<file path="src/common/ucf_consts.vh">
// Constants for the serial transceiver clock, frame and receive buffer block.
// Assumes an 8-bit register port with a 3-bit word index.
`ifndef UCF_CONSTS_VH
`define UCF_CONSTS_VH

// Register indices
`define UCF_ADDR_DATA   3'h0
`define UCF_ADDR_CSA    3'h1
`define UCF_ADDR_CSB    3'h2
`define UCF_ADDR_CSC    3'h3
`define UCF_ADDR_BAUDL  3'h4
`define UCF_ADDR_BAUDH  3'h5

// ctrl_status_a fields
`define UCF_A_RXC       7
`define UCF_A_TXE       5
`define UCF_A_FE        4
`define UCF_A_DOR       3
`define UCF_A_PE        2
`define UCF_A_U2X       1

// ctrl_status_b fields
`define UCF_B_RXEN      4
`define UCF_B_TXEN      3
`define UCF_B_CSZ2      2
`define UCF_B_RX9       1
`define UCF_B_TX9       0

// ctrl_status_c fields
`define UCF_C_DIR       7
`define UCF_C_SYNC      6
`define UCF_C_PM_HI     5
`define UCF_C_PM_LO     4
`define UCF_C_SBS       3
`define UCF_C_CSZ_HI    2
`define UCF_C_CSZ_LO    1
`define UCF_C_POL       0

// Reset values
`define UCF_RST_CHAR_SIZE 3'h3
`define UCF_RST_PARITY    2'h0
`define UCF_RST_DIVISOR   12'h000

// Receive entry layout
`define UCF_E_DOR       11
`define UCF_E_FE        10
`define UCF_E_PE        9
`define UCF_E_D9        8

// Ticks of the baud generator per bit
`define UCF_SPB_NORMAL  5'h10
`define UCF_SPB_DOUBLE  5'h08

`endif

</file>
<file path="src/logic/ucf_usart_clk_frame.v">
// Clock generation, frame formatting and receive buffering of a serial transceiver.
// Assumes registers written over a single-cycle strobe port on sys_clk; pins are asynchronous.
//
// Functional notes
// - Received characters go through a two-entry circular FIFO; each data read pops one.
// - Frame, overrun and ninth-bit status travel with each entry; read status first.
// - With FIFO full, a finished character waits in the shift register until next start.
// - Four clock modes; sync select picks sync or async, double speed is async only.
// - In sync mode the pin direction bit picks master clock out or slave clock in.
// - Baud counter on system clock reloads at zero and on low divisor byte write.
// - Baud generator pulses once per counter zero, rate system clock over divisor plus one.
// - Transmit bit rate is baud output over 16, 8 or 2 by mode.
// - Receiver recovery steps through 2, 8 or 16 states per bit by mode bits.
// - Divisor is high and low registers joined, 0 to 4095.
// - Double speed halves async divisor, ignored in sync; software keeps it zero there.
// - Double speed receiver uses 8 samples per bit instead of 16.
// - Slave clock passes a synchroniser then edge detector, two cycles of delay.
// - Sync receive samples on the edge opposite the transmit change edge.
// - Polarity 0 changes on rising and samples falling; polarity 1 the reverse.
// - Frames: one start, 5 to 9 data bits, none/even/odd parity, 1 or 2 stops.
// - Start, data LSB first, optional parity, stops; next frame may follow directly.
// - Start is low, stops high, idle line high.
// - One frame format setting is shared by receiver and transmitter.
// - Receiver checks only the first stop bit; zero there is a frame error.
// - Parity is XOR of data bits for even, inverted for odd.
//
// Added by the designer: the address map and the plain strobed port.
`include "ucf_consts.vh"
`timescale 1ns/1ps
`default_nettype none

module ucf_usart_clk_frame #(
	parameter FIFO_AW = 1
) (
	input  wire       sys_clk,
	input  wire       rst_b,
	input  wire [2:0] reg_addr,
	input  wire [7:0] reg_wdata,
	input  wire       reg_wr,
	input  wire       reg_rd,
	output reg  [7:0] reg_rdata,
	input  wire       rxd_pin,
	output reg        txd_pin,
	input  wire       xfer_clock_pin_in,
	output reg        xfer_clock_pin_out,
	output wire       xfer_clock_pin_oe_n
);

	localparam RX_IDLE  = 3'd0;
	localparam RX_START = 3'd1;
	localparam RX_DATA  = 3'd2;
	localparam RX_PAR   = 3'd3;
	localparam RX_STOP  = 3'd4;

	// Control fields
	reg        double_speed;
	reg        rx_enable;
	reg        tx_enable;
	reg        tx_ninth_bit;
	reg  [2:0] char_size;
	reg  [1:0] parity_mode;
	reg        stop_bits_select;
	reg        sync_mode_select;
	reg        xfer_clock_pin_direction;
	reg        clock_polarity;
	reg  [3:0] baud_divisor_high;
	reg  [7:0] baud_divisor_low;

	wire wr_data  = reg_wr & (reg_addr == `UCF_ADDR_DATA);
	wire wr_csa   = reg_wr & (reg_addr == `UCF_ADDR_CSA);
	wire wr_csb   = reg_wr & (reg_addr == `UCF_ADDR_CSB);
	wire wr_csc   = reg_wr & (reg_addr == `UCF_ADDR_CSC);
	wire wr_baudl = reg_wr & (reg_addr == `UCF_ADDR_BAUDL);
	wire wr_baudh = reg_wr & (reg_addr == `UCF_ADDR_BAUDH);
	wire rd_data  = reg_rd & (reg_addr == `UCF_ADDR_DATA);

	always @(posedge sys_clk or negedge rst_b) begin
		if (!rst_b) begin
			double_speed             <= 1'b0;
			rx_enable                <= 1'b0;
			tx_enable                <= 1'b0;
			tx_ninth_bit             <= 1'b0;
			char_size                <= `UCF_RST_CHAR_SIZE;
			parity_mode              <= `UCF_RST_PARITY;
			stop_bits_select         <= 1'b0;
			sync_mode_select         <= 1'b0;
			xfer_clock_pin_direction <= 1'b0;
			clock_polarity           <= 1'b0;
			baud_divisor_high        <= 4'h0;
			baud_divisor_low         <= 8'h00;
		end else begin
			if (wr_csa)
				double_speed <= reg_wdata[`UCF_A_U2X];
			if (wr_csb) begin
				rx_enable    <= reg_wdata[`UCF_B_RXEN];
				tx_enable    <= reg_wdata[`UCF_B_TXEN];
				char_size[2] <= reg_wdata[`UCF_B_CSZ2];
				tx_ninth_bit <= reg_wdata[`UCF_B_TX9];
			end
			if (wr_csc) begin
				xfer_clock_pin_direction <= reg_wdata[`UCF_C_DIR];
				sync_mode_select         <= reg_wdata[`UCF_C_SYNC];
				parity_mode              <= reg_wdata[`UCF_C_PM_HI:`UCF_C_PM_LO];
				stop_bits_select         <= reg_wdata[`UCF_C_SBS];
				char_size[1:0]           <= reg_wdata[`UCF_C_CSZ_HI:`UCF_C_CSZ_LO];
				clock_polarity           <= reg_wdata[`UCF_C_POL];
			end
			if (wr_baudl)
				baud_divisor_low <= reg_wdata;
			if (wr_baudh)
				baud_divisor_high <= reg_wdata[3:0];
		end
	end

	// Baud generator
	wire [11:0] baud_divisor = {baud_divisor_high, baud_divisor_low};
	reg  [11:0] baud_cnt;
	wire        baud_tick = (baud_cnt == 12'h000);

	always @(posedge sys_clk or negedge rst_b) begin
		if (!rst_b)
			baud_cnt <= `UCF_RST_DIVISOR;
		else if (wr_baudl)
			baud_cnt <= {baud_divisor_high, reg_wdata};
		else if (baud_tick)
			baud_cnt <= baud_divisor;
		else
			baud_cnt <= baud_cnt - 12'h001;
	end

	// Mode decode
	wire       sync_master = sync_mode_select & xfer_clock_pin_direction;
	wire       sync_slave  = sync_mode_select & ~xfer_clock_pin_direction;
	wire       dbl         = double_speed & ~sync_mode_select;
	wire [4:0] spb         = dbl ? `UCF_SPB_DOUBLE : `UCF_SPB_NORMAL;
	wire [4:0] spb_half    = {1'b0, spb[4:1]};

	assign xfer_clock_pin_oe_n = ~sync_master;

	// Pin synchronisers; the third clock stage is the slave edge detector
	reg rxd_meta;
	reg rxd_sync;
	reg xck_meta;
	reg xck_sync;
	reg xck_last;

	always @(posedge sys_clk or negedge rst_b) begin
		if (!rst_b) begin
			rxd_meta <= 1'b1;
			rxd_sync <= 1'b1;
			xck_meta <= 1'b0;
			xck_sync <= 1'b0;
			xck_last <= 1'b0;
		end else begin
			rxd_meta <= rxd_pin;
			rxd_sync <= rxd_meta;
			xck_meta <= xfer_clock_pin_in;
			xck_sync <= xck_meta;
			xck_last <= xck_sync;
		end
	end

	wire xck_rise = xck_sync & ~xck_last;
	wire xck_fall = ~xck_sync & xck_last;

	// Master clock toggles on every tick, so one period is two ticks
	always @(posedge sys_clk or negedge rst_b) begin
		if (!rst_b)
			xfer_clock_pin_out <= 1'b0;
		else if (!sync_master)
			xfer_clock_pin_out <= clock_polarity;
		else if (baud_tick)
			xfer_clock_pin_out <= ~xfer_clock_pin_out;
	end

	// Leaving the idle level is the change edge: rising for polarity 0
	wire m_change = baud_tick & (xfer_clock_pin_out == clock_polarity);
	wire m_sample = baud_tick & (xfer_clock_pin_out != clock_polarity);
	wire s_change = clock_polarity ? xck_fall : xck_rise;
	wire s_sample = clock_polarity ? xck_rise : xck_fall;
	wire sync_samp = sync_master ? m_sample : s_sample;

	// Transmit prescaler
	reg  [3:0] tx_pre;
	wire       tx_pre_wrap = ({1'b0, tx_pre} == (spb - 5'h01));
	wire       tx_bit_en = sync_master ? m_change : (sync_slave ? s_change : (baud_tick & tx_pre_wrap));

	always @(posedge sys_clk or negedge rst_b) begin
		if (!rst_b)
			tx_pre <= 4'h0;
		else if (baud_tick)
			tx_pre <= tx_pre_wrap ? 4'h0 : tx_pre + 4'h1;
	end

	// Shared frame format
	reg  [3:0] nbits;
	wire       par_en  = parity_mode[1];
	wire       par_odd = parity_mode[0];

	always @* begin
		case (char_size)
			3'h0:    nbits = 4'd5;
			3'h1:    nbits = 4'd6;
			3'h2:    nbits = 4'd7;
			3'h7:    nbits = 4'd9;
			default: nbits = 4'd8;
		endcase
	end

	// Transmit buffer and frame assembly
	reg  [8:0]  tx_buf;
	reg         tx_full;
	reg  [12:0] tx_sh;
	reg  [3:0]  tx_left;
	wire [8:0]  tx_mask = 9'h1ff >> (4'd9 - nbits);
	wire        tx_par  = (^(tx_buf & tx_mask)) ^ par_odd;
	wire [3:0]  tx_len  = 4'd2 + nbits + {3'b000, par_en} + {3'b000, stop_bits_select};
	wire [12:0] tx_frame;
	wire        tx_load = tx_enable & tx_bit_en & (tx_left <= 4'h1) & tx_full;

	genvar gi;
	generate
		for (gi = 0; gi < 13; gi = gi + 1) begin : g_frame
			localparam [3:0] IDX = gi;
			if (gi == 0) begin : g_start
				assign tx_frame[gi] = 1'b0;
			end else begin : g_body
				assign tx_frame[gi] = (IDX <= nbits) ? tx_buf[gi-1] :
					((par_en && IDX == nbits + 4'd1) ? tx_par : 1'b1);
			end
		end
	endgenerate

	always @(posedge sys_clk or negedge rst_b) begin
		if (!rst_b) begin
			tx_buf  <= 9'h000;
			tx_full <= 1'b0;
			tx_sh   <= 13'h1fff;
			tx_left <= 4'h0;
			txd_pin <= 1'b1;
		end else begin
			if (wr_data)
				tx_buf <= {tx_ninth_bit, reg_wdata};
			tx_full <= wr_data | (tx_full & ~tx_load);
			if (!tx_enable) begin
				tx_left <= 4'h0;
				txd_pin <= 1'b1;
			end else if (tx_bit_en) begin
				if (tx_left > 4'h1) begin
					tx_sh   <= {1'b1, tx_sh[12:1]};
					txd_pin <= tx_sh[1];
					tx_left <= tx_left - 4'h1;
				end else if (tx_full) begin
					tx_sh   <= tx_frame;
					txd_pin <= tx_frame[0];
					tx_left <= tx_len;
				end else begin
					tx_left <= 4'h0;
					txd_pin <= 1'b1;
				end
			end
		end
	end

	// Receive FIFO
	localparam DEPTH = 1 << FIFO_AW;
	reg  [11:0]      fifo_mem [0:DEPTH-1];
	reg  [FIFO_AW-1:0] fifo_wp;
	reg  [FIFO_AW-1:0] fifo_rp;
	reg  [FIFO_AW:0]   fifo_cnt;
	wire fifo_full  = (fifo_cnt == DEPTH[FIFO_AW:0]);
	wire fifo_empty = (fifo_cnt == {(FIFO_AW+1){1'b0}});
	wire [11:0] head = fifo_empty ? 12'h000 : fifo_mem[fifo_rp];

	// Receiver
	reg  [2:0] rx_state;
	reg  [3:0] rx_cnt;
	reg  [3:0] rx_bitn;
	reg  [8:0] rx_sh;
	reg        rx_par;
	reg        rx_perr;
	reg        rx_fe;
	reg        rx_pend;
	reg        ovr_flag;
	wire       rx_mid   = ({1'b0, rx_cnt} == (spb_half - 5'h01));
	wire       rx_samp  = sync_mode_select ? sync_samp : (baud_tick & rx_mid);
	wire       rx_start = rx_enable & (rx_state == RX_IDLE) & ~rxd_sync &
		(sync_mode_select ? sync_samp : baud_tick);
	wire       rx_drop  = rx_start & rx_pend & fifo_full;
	wire       rx_push  = rx_pend & ~fifo_full;
	wire       rx_done  = rx_enable & (rx_state == RX_STOP) & rx_samp;
	wire [8:0] rx_data  = rx_sh >> (4'd9 - nbits);
	wire       rx_pop   = rd_data & ~fifo_empty;

	always @(posedge sys_clk or negedge rst_b) begin
		if (!rst_b) begin
			rx_state <= RX_IDLE;
			rx_cnt   <= 4'h0;
			rx_bitn  <= 4'h0;
			rx_sh    <= 9'h000;
			rx_par   <= 1'b0;
			rx_perr  <= 1'b0;
			rx_fe    <= 1'b0;
		end else if (!rx_enable) begin
			rx_state <= RX_IDLE;
		end else begin
			if (rx_state != RX_IDLE && baud_tick)
				rx_cnt <= ({1'b0, rx_cnt} == (spb - 5'h01)) ? 4'h0 : rx_cnt + 4'h1;
			case (rx_state)
				RX_IDLE: begin
					if (rx_start) begin
						rx_cnt   <= 4'h0;
						rx_bitn  <= 4'h0;
						rx_par   <= 1'b0;
						rx_state <= sync_mode_select ? RX_DATA : RX_START;
					end
				end
				RX_START: begin
					// A glitch shorter than half a bit is a false start
					if (rx_samp)
						rx_state <= rxd_sync ? RX_IDLE : RX_DATA;
				end
				RX_DATA: begin
					if (rx_samp) begin
						rx_sh   <= {rxd_sync, rx_sh[8:1]};
						rx_par  <= rx_par ^ rxd_sync;
						rx_bitn <= rx_bitn + 4'h1;
						if (rx_bitn == nbits - 4'h1)
							rx_state <= par_en ? RX_PAR : RX_STOP;
					end
				end
				RX_PAR: begin
					if (rx_samp) begin
						rx_perr  <= rxd_sync ^ rx_par ^ par_odd;
						rx_state <= RX_STOP;
					end
				end
				RX_STOP: begin
					if (rx_samp) begin
						rx_fe <= ~rxd_sync;
						if (!par_en)
							rx_perr <= 1'b0;
						rx_state <= RX_IDLE;
					end
				end
				default: rx_state <= RX_IDLE;
			endcase
		end
	end

	// Pending third level and overrun; a new event wins over the clear
	always @(posedge sys_clk or negedge rst_b) begin
		if (!rst_b) begin
			rx_pend  <= 1'b0;
			ovr_flag <= 1'b0;
		end else begin
			rx_pend  <= rx_done | (rx_pend & ~rx_push & ~rx_drop);
			ovr_flag <= rx_drop | (ovr_flag & ~rx_push);
		end
	end

	always @(posedge sys_clk) begin
		if (rx_push)
			fifo_mem[fifo_wp] <= {ovr_flag, rx_fe, rx_perr, rx_data};
	end

	always @(posedge sys_clk or negedge rst_b) begin
		if (!rst_b) begin
			fifo_wp  <= {FIFO_AW{1'b0}};
			fifo_rp  <= {FIFO_AW{1'b0}};
			fifo_cnt <= {(FIFO_AW+1){1'b0}};
		end else begin
			if (rx_push)
				fifo_wp <= fifo_wp + {{(FIFO_AW-1){1'b0}}, 1'b1};
			if (rx_pop)
				fifo_rp <= fifo_rp + {{(FIFO_AW-1){1'b0}}, 1'b1};
			if (rx_push && !rx_pop)
				fifo_cnt <= fifo_cnt + {{FIFO_AW{1'b0}}, 1'b1};
			else if (rx_pop && !rx_push)
				fifo_cnt <= fifo_cnt - {{FIFO_AW{1'b0}}, 1'b1};
		end
	end

	// Read port; status shows the head entry, lost once the data is read
	reg [7:0] rd_mux;

	always @* begin
		rd_mux = 8'h00;
		case (reg_addr)
			`UCF_ADDR_DATA: rd_mux = head[7:0];
			`UCF_ADDR_CSA: begin
				rd_mux[`UCF_A_RXC] = ~fifo_empty;
				rd_mux[`UCF_A_TXE] = ~tx_full;
				rd_mux[`UCF_A_FE]  = head[`UCF_E_FE];
				rd_mux[`UCF_A_DOR] = head[`UCF_E_DOR];
				rd_mux[`UCF_A_PE]  = head[`UCF_E_PE];
				rd_mux[`UCF_A_U2X] = double_speed;
			end
			`UCF_ADDR_CSB: begin
				rd_mux[`UCF_B_RXEN] = rx_enable;
				rd_mux[`UCF_B_TXEN] = tx_enable;
				rd_mux[`UCF_B_CSZ2] = char_size[2];
				rd_mux[`UCF_B_RX9]  = head[`UCF_E_D9];
				rd_mux[`UCF_B_TX9]  = tx_ninth_bit;
			end
			`UCF_ADDR_CSC: begin
				rd_mux[`UCF_C_DIR]  = xfer_clock_pin_direction;
				rd_mux[`UCF_C_SYNC] = sync_mode_select;
				rd_mux[`UCF_C_PM_HI:`UCF_C_PM_LO] = parity_mode;
				rd_mux[`UCF_C_SBS]  = stop_bits_select;
				rd_mux[`UCF_C_CSZ_HI:`UCF_C_CSZ_LO] = char_size[1:0];
				rd_mux[`UCF_C_POL]  = clock_polarity;
			end
			`UCF_ADDR_BAUDL: rd_mux = baud_divisor_low;
			`UCF_ADDR_BAUDH: rd_mux = {4'h0, baud_divisor_high};
			default: rd_mux = 8'h00;
		endcase
	end

	// Read data stands one cycle only, zero otherwise
	always @(posedge sys_clk or negedge rst_b) begin
		if (!rst_b)
			reg_rdata <= 8'h00;
		else if (reg_rd)
			reg_rdata <= rd_mux;
		else
			reg_rdata <= 8'h00;
	end

endmodule // ucf_usart_clk_frame

`default_nettype wire

</file>
<file path="config.mk">
export PLATFORM = sky130hd
export DESIGN_NAME = ucf_usart_clk_frame
export DESIGN_NICKNAME = d
export VERILOG_FILES = /design/src/logic/ucf_usart_clk_frame.v
export VERILOG_INCLUDE_DIRS = /design/src /design/src/common
export SDC_FILE = /design/constraint.sdc
export NUM_CORES = 1
export LEC_CHECK = 0
export BUFFER_PORTS_ARGS = -buffer_cell sky130_fd_sc_hd__buf_4
export CAP_MARGIN = 40
export CORE_UTILIZATION = 39
export DETAILED_ROUTE_END_ITERATION = 10
export GPL_ROUTABILITY_DRIVEN = 0
export PLACE_DENSITY = 0.62
export SLEW_MARGIN = 20
export SYNTH_ARGS = -nofsm -noshare
export SYNTH_HDL_FRONTEND = slang
export SYNTH_SLANG_ARGS = --single-unit
</file>
<file path="constraint.sdc">
create_clock -name sys_clk -period 4 [get_ports sys_clk]
set_input_delay 0.4 -clock sys_clk [delete_from_list [all_inputs] [get_ports sys_clk]]
set_output_delay 0.4 -clock sys_clk [all_outputs]
set_load 0.02 [all_outputs]
</file>
==> summary.txt, run 1 <==
Clock tree
  – Setup Fix Bufs, Post-CTS: 0
  – Hold-fix buffers at CTS: 0
  – Root Driver: clkbuf_16
  – Worst skew pair latency: about 0.43 ns
  – Clock Path Buffers: 2
  – CTS resizes: 0
  – Reg clk slew, reported paths: around 0.060 ns
  – H-tree depth: 4
  – CTS tree: built
  – TritonCTS buffer count: 17
  – Clk sink count: 135

Timing
  – Unrepaired setup endpoints after global routing: false
  – Max_slew headroom: around 45%
  – Min Tclk post-route: about 3.6 ns
  – Worst Max-Slew Pin Slew: just over 0.8 ns
  – Final Hold Fails: 0
  – Setup TNS: 0 ns
  – Final setup skew: 0.00575 ns
  – Period utilization: 89.0%
  – Fmax: roughly 280 MHz
  – Final Max Tran Viols: 0
  – Final setup fails: 0

Power and ir drop
  – Pwr dens: between 500 and 600 nW/um^2
  – Leak: around 3.5 nW
  – Overall power: 4.80 mW
  – Maximum vdd ir drop: around 0.24 mV

Setup path
  – Worst reg-to-reg setup slack: 0.44 ns
  – Crit-path max FO: 15
  – R2r endpoint: tx_sh[10]
  – Worst endpoint required time: roughly 4.4 ns
  – Worst Path Arrival: slightly below 4 ns
  – CP startpoint: char_size[1]
  – Critical Path End: tx_sh[10]
  – CP endpoint kind: flop
  – Cells on worst reg2reg path: 9
  – WS Path Type: flop to flop
  – CP startpoint kind: flop
  – Reg2reg start: char_size[1]

Cells and area
  – Design area: roughly 8000 um^2
  – Nets: roughly 750
  – Synthesis-to-layout area growth: 13.5%
  – Filler Cells Inserted: approximately 1,700
  – ANT cells: 0
  – Fraction of layout cells with a size suffix above 1: between 10% and 20%

Drt
  – Via count: 5,470
  – Vias/cell: ~5.8
  – 1st-pass router iterations: 9
  – DRC viols: 4
  – Total Wirelength: ~17 mm
  – Drt initial violations: roughly 510
  – Antenna violation net count after detailed routing: 0
  – DR WL/cell: ~18 um

Status
  – Status: finished, violations left
  – Failing checks: DRC

Global route
  – Vias in the first global route: between 5,000 and 6,000
  – Global Route Usage Sum: between 10% and 20%
  – Pin count of the biggest net entering global routing: 50
  – Initial antenna violation count: 0
  – Global route overflow: 0
  – Global-route wire length before repair: about 29 mm

Placement
  – Post-placement cell area: 7670 um^2
  – Port bufs: 27
  – DP Wirelength: 12.5 mm

Synthesis
  – Post-synth top flop: dfrtp_1
  – Post-synth EDFFs: 24
  – Synth Cell Area: 7260 um^2
  – Syn_area_per_cell: roughly 11 um^2
  – Distinct cells, synth: 80
  – Number of synthesized register bits: ~140
  – Sequential area share after synthesis: just under 50%
  – Yosys warnings: 0
  – Syn Nets: 721
  – Synth Instances: 684
  – Asr flop ratio synth: 82.2%

Floorplan
  – Die Ht: around 140 um
  – Die width: around 140 um
  – Core Region: roughly 18,000 um^2
  – Num rows: 49
  – Die area: 19,200 um^2
  – Initial Util: 40.2%
  – IO Count: 28

Worst hold path
  – Worst min path class: primary input to async pin

Flow run
  – Max-cap violations: 0
==> per-stage QoR <==
step                      hold WS, ns  utilization (%)  cells  worst slack, ns
after floorplan                 0.104                -    684            0.687
after detailed placement        0.347             42.4    915            0.467
after global routing           0.0590             45.6    950            0.158
after global placement          0.333             42.4    915            0.631
final                         0.00295             45.6    950            0.438
after CTS                      0.0244             45.5    947            0.462
==> metal layers <==
layer	up-vias	routed length (um)	global-route usage [%]
met2	154	8400	31.2
met4	0	533	9.52
met3	40	821	4.95
met5	-	0	0
li1	2537	-	-
met1	2739	7740	24.7
==> worst max-delay path, cell delays in order (launching register included) <==
cell     delay (ns)
dfstp_2        0.69
xnor2_1        0.13
nor2_2         0.39
inv_2          0.25
ha_1           0.44
or3_1          0.41
and4_4         0.19
or4_1          0.58
a31o_1         0.26
mux2i_1        0.14
==> area by class of cell <==
type / count / area [um^2] / share of cell area, %
timing repair buffer: 38 / 283 / 3.43
inverter: 17 / 63.8 / 0.774
clock buffer: 25 / 485 / 5.89
tap: 229 / 287 / 3.48
multi-input combinational: 499 / 3540 / 42.9
clock inverter: 7 / 70.1 / 0.850
sequential: 135 / 3520 / 42.7
==> cell usage after synthesis (all sizes together), types with 18 or more instances <==
cell | number | area (um^2)
mux2i | 23 | 230
xnor2 | 25 | 219
edfxtp | 24 | 721
a21oi | 33 | 173
ha | 19 | 238
o21ai | 30 | 150
dfrtp | 94 | 2350
nand2 | 68 | 255
nor2 | 49 | 186
nor3 | 18 | 95.1
clkbuf | 20 | 76.3
mux2 | 47 | 529
==> worst min-delay path by stage <==
stage | from | slack (ns) | cells after the start | end
2_1_floorplan | rst_b | 0.10 | 0 | baud_cnt[0]
4_1_cts | rst_b | 0.02 | 1 | reg_rdata[2]
3_3_place_gp | xck_meta | 0.33 | 0 | xck_sync
3_5_place_dp | rxd_meta | 0.35 | 0 | rxd_sync
5_1_grt | rst_b | 0.06 | 1 | rx_pend
6_report | rst_b | 0.003 | 1 | reg_rdata[2]
==> registers in the layout, indices dropped and copies added (netlist names), 2 cells and up <==
| register | cells |
|---|---|
| baud_divisor_high | 4 |
| tx_pre | 4 |
| rx_sh | 9 |
| rx_bitn | 4 |
| fifo_cnt | 2 |
| parity_mode | 2 |
| reg_rdata | 8 |
| baud_cnt | 12 |
| fifo_mem | 24 |
| char_size | 3 |
| rx_state | 3 |
| tx_sh | 12 |
| tx_buf | 9 |
| baud_divisor_low | 8 |
| tx_left | 4 |
| rx_cnt | 4 |
==> layout by cell type, fill, tap and decap left out, types with 18 or more instances in the layout <==
cell / n
edfxtp_1: 24
mux2_2: 39
ha_1: 19
nand2_1: 68
buf_4: 36
mux2i_1: 23
o21ai_0: 18
xnor2_1: 25
a21oi_1: 31
dfrtp_1: 94
nor2_1: 48
==> logic make-up (layout without fill, tap and decap cells) <==
group / count (synthesis) / after routing / share of synthesized area [%]
fa+ha+maj: 20 / 20 / 3.55
mux: 72 / 72 / 11.1
simple gates: 225 / 225 / 16.0
buf+inv: 50 / 87 / 2.88
compound gates: 144 / 144 / 13.4
xor+xnor: 38 / 38 / 4.58
flops: 135 / 135 / 48.5
==> where the power goes <==
group / switching (mW) / total [mW] / internal [mW]
logic: 0.751 / 1.33 / 0.581
registers: 0.311 / 1.99 / 1.68
clock network: 0.577 / 1.48 / 0.902
total: 1.64 / 4.80 / 3.16
(Power assumes the default switching activity.)
==> run 2: changes to the inputs <==
- ABC_AREA: default -> 1
- REMOVE_ABC_BUFFERS: default -> 1
- SETUP_SLACK_MARGIN: default -> 0.2
==> run 2 against run 1 <==
  * The run now ends clean
  * Clock power is essentially flat
  * Synthesized cell count grew 27%
  * Final cell count increased by 21%
  * Worst setup slack improved by 0.62 ns
  * Cell area down 0.71%
  * Sequential power hardly changed
  * Combinational power up 8%
  * Maximum frequency up 21%
  * Sequential share of layout area rose by 0.31 points
  * First-iteration DRC count decreased by 22%
  * Critical path type unchanged
  * Largest cell class is now flip-flops and latches
  * Highest routed layer unchanged
==> summary.txt, run 2 <==
Timing
  – Min Tclk post-route: roughly 3 ns
  – Period utilization: 73.6%
  – Setup ws final: approximately 1.1 ns
  – Max_slew headroom: about 57%
  – Setup TNS: 0 ns
  – Unrepaired setup endpoints after global routing: false
  – Worst Max-Slew Pin Slew: 0.644 ns
  – Final Hold Fails: 0
  – Final setup skew: 0.00574 ns
  – Final Max Tran Viols: 0
  – Final setup fails: 0
  – Fmax: 340 MHz

Synthesis
  – Distinct cells, synth: 47
  – Most common cell in the synthesized netlist: nand2_1
  – Post-synth EDFFs: 24
  – Asr flop ratio synth: between 80% and 90%
  – Sequential area share after synthesis: 49.0%
  – Post-synth top area share: between 30% and 40%
  – Post-synth top area cell: dfrtp_1
  – Synth Cell Area: 7190 um^2
  – Most frequent cells after synthesis: nand2_1, inv_1, dfrtp_1
  – Post-synth top flop: dfrtp_1
  – Yosys warnings: 0
  – Synth Instances: 870
  – Top cells by area, synth: dfrtp_1, nand2_1, edfxtp_1, dfstp_2, o21ai_0
  – Syn_area_per_cell: around 8.3 um^2
  – Number of synthesized register bits: ~140

Clock tree
  – Clk sink count: 135
  – Root Driver: clkbuf_16
  – Clock Path Buffers: 2
  – H-tree depth: 4
  – CTS resizes: 0
  – TritonCTS buffer count: 17
  – Setup Fix Bufs, Post-CTS: 0
  – Worst skew pair latency: approximately 0.42 ns
  – Reg clk slew, reported paths: about 0.05 ns
  – CTS tree: built

Floorplan
  – Die Ht: 138 um
  – Num rows: a little under 50
  – IO Count: 28
  – Initial Util: ~40%
  – Core Region: 18,000 um^2
  – Die width: 138 um
  – Die area: approximately 19,000 um^2

Setup path
  – CP peak stage delay: around 0.57 ns
  – Top delay family on crit path: simple AND/OR/NAND/NOR gates
  – CP endpoint kind: flop
  – WP buf/inv: 2
  – CP dominant cell by count: nand2_1
  – Critical path's slowest cell: dfstp_2
  – Worst Path Arrival: 3.24 ns
  – Cells along the critical path: nand2_1 > nor2_1 > inv_1 > nand2_1 > inv_1 > ha_1 > xnor2_1 > xor2_1 > nand3_1 > nor2_1 > nand2_1 > nand2_1 > nand3_1 > nand2_1 > o21ai_1
  – Worst endpoint required time: ~4.3 ns
  – WS Path Type: flop to flop
  – Crit-path max FO: 20
  – CP startpoint kind: flop

Drt
  – Vias/cell: 5.05
  – 1st-pass router iterations: 6
  – Antenna violation net count after detailed routing: 0
  – DRC viols: 0
  – Total Wirelength: between 15 and 20 mm
  – Via count: between 5,000 and 6,000
  – Drt initial violations: approximately 400
  – DR WL/cell: about 15 um

Global route
  – Initial antenna violation count: 0
  – Vias in the first global route: between 5,000 and 6,000
  – Global Route Usage Sum: 19.7%
  – Pin count of the biggest net entering global routing: between 40 and 50
  – Global route overflow: 0
  – Global-route wire length before repair: ~28 mm

Power and ir drop
  – P_int: approximately 3.1 mW
  – Overall power: between 4 and 5 mW
  – Sequential share of power: 40.3%
  – Clock share of power: a little under a third
  – Pwr dens: ~600 nW/um^2
  – Sw Share: ~36%
  – Comb power frac: between 20 and 30%
  – NetSw: between 1.5 and 2 mW
  – Maximum vdd ir drop: 0.347 mV
  – Leak: roughly 3.8 nW

Cells and area
  – Design area: around 8200 um^2
  – Synthesis-to-layout area growth: 13.9%
  – Commonest non-fill, non-tap cells in the layout: nand2_1, inv_1, dfrtp_1
  – Final Util: 45.4%
  – Reg with most FFs: fifo_mem
  – Nets: about 940
  – Most common cell after layout, fill and taps aside: nand2_1
  – Top flop regs: fifo_mem x24, baud_cnt x12, tx_sh x12
  – ANT cells: 0
  – Fraction of layout cells with a size suffix above 1: 12.3%
  – Max FFs per register: 24

Placement
  – DP Wirelength: 12.7 mm
  – Post-placement cell area: 7630 um^2
  – Port bufs: 27
  – Worst setup slack after placement: 1.13 ns

Flow run
  – Max-cap violations: 0

Worst hold path
  – Worst min path class: primary input to flop

Status
  – Status: finished, final reports clean
-- run 2: changes by cell type after synthesis, moves of 16 or more --
cell / change
nand2_1: +152
nor2_1: +27
mux2_2: -39
o21ai_0: +69
xnor2_1: -16
inv_1: +80
mux2i_1: -18
nand3_1: +39
-- run 2: power by group through the flow --
stage	Clock [mW]	Sequential, mW	Combinational (mW)
floorplan	0	1.92	1.05
global placement	0	1.98	1.42
detailed placement	0	1.98	1.43
CTS	1.49	1.96	1.44
global route	1.55	2.00	1.65
finish	1.47	1.96	1.44
-- run 2: cells by family (layout without fill, tap and decap cells) --
logic type / count (synthesis) / after routing / synth area share [%]
and+or+nand+nor: 381 / 381 / 22.1
DFF: 135 / 135 / 49.0
adders and majority gates: 20 / 20 / 3.59
muxes: 5 / 5 / 0.696
buffers and inverters: 127 / 176 / 7.15
xor gates and xnor gates: 26 / 26 / 3.17
AOI/OAI and AO/OA: 176 / 176 / 14.3
-- run 2: path summary, 6_finish.rpt --
check                                   from              to  slack (ns)  cells past startpoint
worst max-delay path            char_size[0]     rx_state[1]        1.06                     15
worst min-delay path                 rxd_pin        rxd_meta        0.09                      1
worst max register to register  char_size[0]     rx_state[1]        1.06                     15
worst min register to register      xck_meta        xck_sync        0.35                      0
max in group asynchronous              rst_b  parity_mode[1]        2.66                      3
min in group asynchronous              rst_b     baud_cnt[7]        0.44                      2
-- run 2: per-layer routing --
metal | GRT usage (%) | routed length (um) | vias up
met5 | 0 | 0 | -
met4 | 8.21 | 346 | 0
met3 | 4.30 | 865 | 22
met2 | 29.9 | 7730 | 138
met1 | 27.0 | 8270 | 2696
li1 | - | - | 2937
-- run 2: timing repair --
action / 4_1_cts / 5_1_grt
endpoints found under the setup margin: 0 / 0
hold endpoints to repair: 27 / 0
hold buffers: 1 / 0
-- run 2: final cells by class --
type	count	area [um^2]
Multi-Input combinational cell	608	3150
Clock buffer	22	444
Tap cell	229	287
Inverter	109	410
Sequential cell	135	3520
Timing Repair Buffer	35	265
Fill cell	1761	9840
Clock inverter	10	105
-- run 2: metrics by stage --
step                      hold slack, ns  std cells
after CTS                         0.0712       1148
after global routing              0.0689       1148
final                             0.0868       1148
after detailed placement           0.338       1115
after global placement             0.336       1113
after floorplan                    0.104        852
==> run 3: changes to the inputs <==
- PLACE_DENSITY: 0.62 -> 0.64
- clock period: 4 -> 2.6 ns (I/O delays scaled with it)
==> run 3 against run 2 <==
  * Sequential power increased by 53%
  * Combinational power grew 70%
  * Non-clock buffer count up 30
  * Clock skew up 0.0014 ns
  * Count of clock-buffer cells in the layout fell by 4
  * Register-to-register slack got worse by 0.73 ns
  * Critical endpoint is now tx_left[2]
==> summary.txt, run 3 (same netlist as run 2, synthesis figures left out) <==
Status
  – Status: finished, final reports clean

Timing
  – Final setup fails: 0
  – Period utilization: between 80% and 90%
  – Final Max Tran Viols: 0
  – Setup ws final: between 0.3 and 0.4 ns
  – Setup TNS: 0 ns
  – Min Tclk post-route: roughly 2.3 ns
  – Unrepaired setup endpoints after global routing: true
  – Max_slew headroom: 65.1%
  – Fmax: 440 MHz
  – Worst Max-Slew Pin Slew: around 0.52 ns
  – Final setup skew: slightly above 0.007 ns
  – Final Hold Fails: 0
  – Final hold slack: ~0.12 ns

Placement
  – Worst setup slack after placement: ~0.12 ns
  – Dpl cells: approximately 1,100
  – Post-placement cell area: 7810 um^2
  – Port bufs: 27
  – DP Wirelength: about 13 mm

Floorplan
  – Num rows: just under 50
  – Die area: ~19,000 um^2
  – Core Region: approximately 18,000 um^2
  – Die Ht: 138 um
  – Initial Util: about two fifths
  – Die width: 138 um
  – IO Count: 28

Worst hold path
  – Hold path startpoint: reg_wr
  – WHS Path Cells: 2
  – Worst min path class: primary input to flop

Drt
  – Vias/cell: between 5 and 6
  – DRC viols: 0
  – DR WL/cell: 15.2 um
  – Total Wirelength: approximately 18 mm
  – Drt initial violations: approximately 470
  – 1st-pass router iterations: 5
  – Via count: around 6,000
  – Antenna violation net count after detailed routing: 0

Cells and area
  – Fraction of layout cells with a size suffix above 1: between 15 and 20%
  – Final Util: a little under half
  – ANT cells: 0
  – Most common cell after layout, fill and taps aside: nand2_1
  – Top flop regs: fifo_mem x24, baud_cnt x12, tx_sh x12
  – Final Non-Filler Cells: about 1,200
  – Synthesis-to-layout area growth: 18.7%
  – Commonest non-fill, non-tap cells in the layout: nand2_1, inv_1, dfrtp_1
  – Filler Cells Inserted: 1,706
  – Design area: approximately 8500 um^2
  – Reg with most FFs: fifo_mem
  – Nets: about 1,000
  – Max FFs per register: 24

Clock tree
  – CTS tree: built
  – Clock Path Buffers: 2
  – Reg clk slew, reported paths: 0.06 ns
  – Clk sink count: ~140
  – H-tree depth: 4
  – Root Driver: clkbuf_16
  – TritonCTS buffer count: 17
  – Worst skew pair latency: approximately 0.42 ns

Global route
  – Vias in the first global route: about 5,500
  – Global Route Usage Sum: 19.8%
  – Global route overflow: 0
  – Global-route wire length before repair: 28.1 mm
  – Initial antenna violation count: 0
  – Pin count of the biggest net entering global routing: 36

Setup path
  – Cells on worst reg2reg path: 11
  – Cells along the critical path: inv_2 > nand2_1 > nand2_4 > buf_4 > fa_1 > inv_1 > ha_1 > xnor2_1 > o221ai_1 > nand2_1 > o21ai_0
  – CP startpoint: char_size[0]
  – CP peak stage delay: 0.58 ns
  – WS Path Type: flop to flop
  – Worst Path Arrival: 2.57 ns
  – WP buf/inv: 3
  – Crit-path max FO: 5
  – CP dominant cell by count: nand2_1
  – Worst endpoint required time: approximately 2.9 ns
  – Top delay family on crit path: flip-flops
  – CP startpoint kind: flop
  – Critical path's slowest cell: dfstp_2
  – Cell depth of the worst setup path: 11
  – CP endpoint kind: flop
  – Reg2reg start: char_size[0]

Power and ir drop
  – Leak: about 4 nW
  – Pwr dens: between 900 and 1000 nW/um^2
  – Maximum vdd ir drop: roughly 0.77 mV
  – Overall power: between 7 and 8 mW

Flow run
  – Max-cap violations: 0
-- run 3: changes by cell type in the layout (fill, tap and decap cells not counted), sizes merged --
cell / before / now
inv: 105 / 108
buf: 34 / 62
clkbuf: 22 / 18
clkinv: 11 / 9
clkinvlp: 1 / 4
dlygate4sd3: 1 / 3
-- run 3: power breakdown --
group / total, mW / internal [mW] / switching [mW] / leakage [nW]
registers: 2.99 / 2.65 / 0.342 / 1.63
logic: 2.45 / 0.911 / 1.54 / 2.10
clock network: 2.39 / 1.44 / 0.949 / 0.277
total: 7.83 / 5.00 / 2.83 / 4.00
-- run 3: what timing repair did --
item,4_1_cts,5_1_grt
gates cloned,0,0
setup endpoints to repair,9,12
pin swaps,0,7
buffers inserted,0,7
hold buffers,3,0
endpoints found under the hold margin,30,0
gates resized for setup,4,14
-- run 3: path summary, 6_finish.rpt --
| path | end | slack, ns |
|---|---|---|
| worst max-delay path | tx_left[2] | 0.33 |
| worst min-delay path | double_speed | 0.12 |
| worst max register to register | tx_left[2] | 0.33 |
| worst min register to register | xck_sync | 0.35 |
| max in group asynchronous | rxd_sync | 1.56 |
| min in group asynchronous | rx_sh[5] | 0.36 |
-- run 3: layer usage --
layer	global-route usage, %	vias up	wire length (um)
li1	-	2994	-
met1	27.1	2872	8340
met2	31.8	158	8420
met3	3.90	17	924
met4	5.62	0	198
met5	0	-	0
-- run 3: final cells by class --
class,count,area (um^2),share of cell area [%]
Timing Repair Buffer,65,520,6.10
Sequential cell,135,3520,41.3
Clock inverter,14,149,1.75
Tap cell,229,287,3.36
Multi-Input combinational cell,608,3210,37.6
Inverter,109,410,4.81
Clock buffer,18,439,5.15
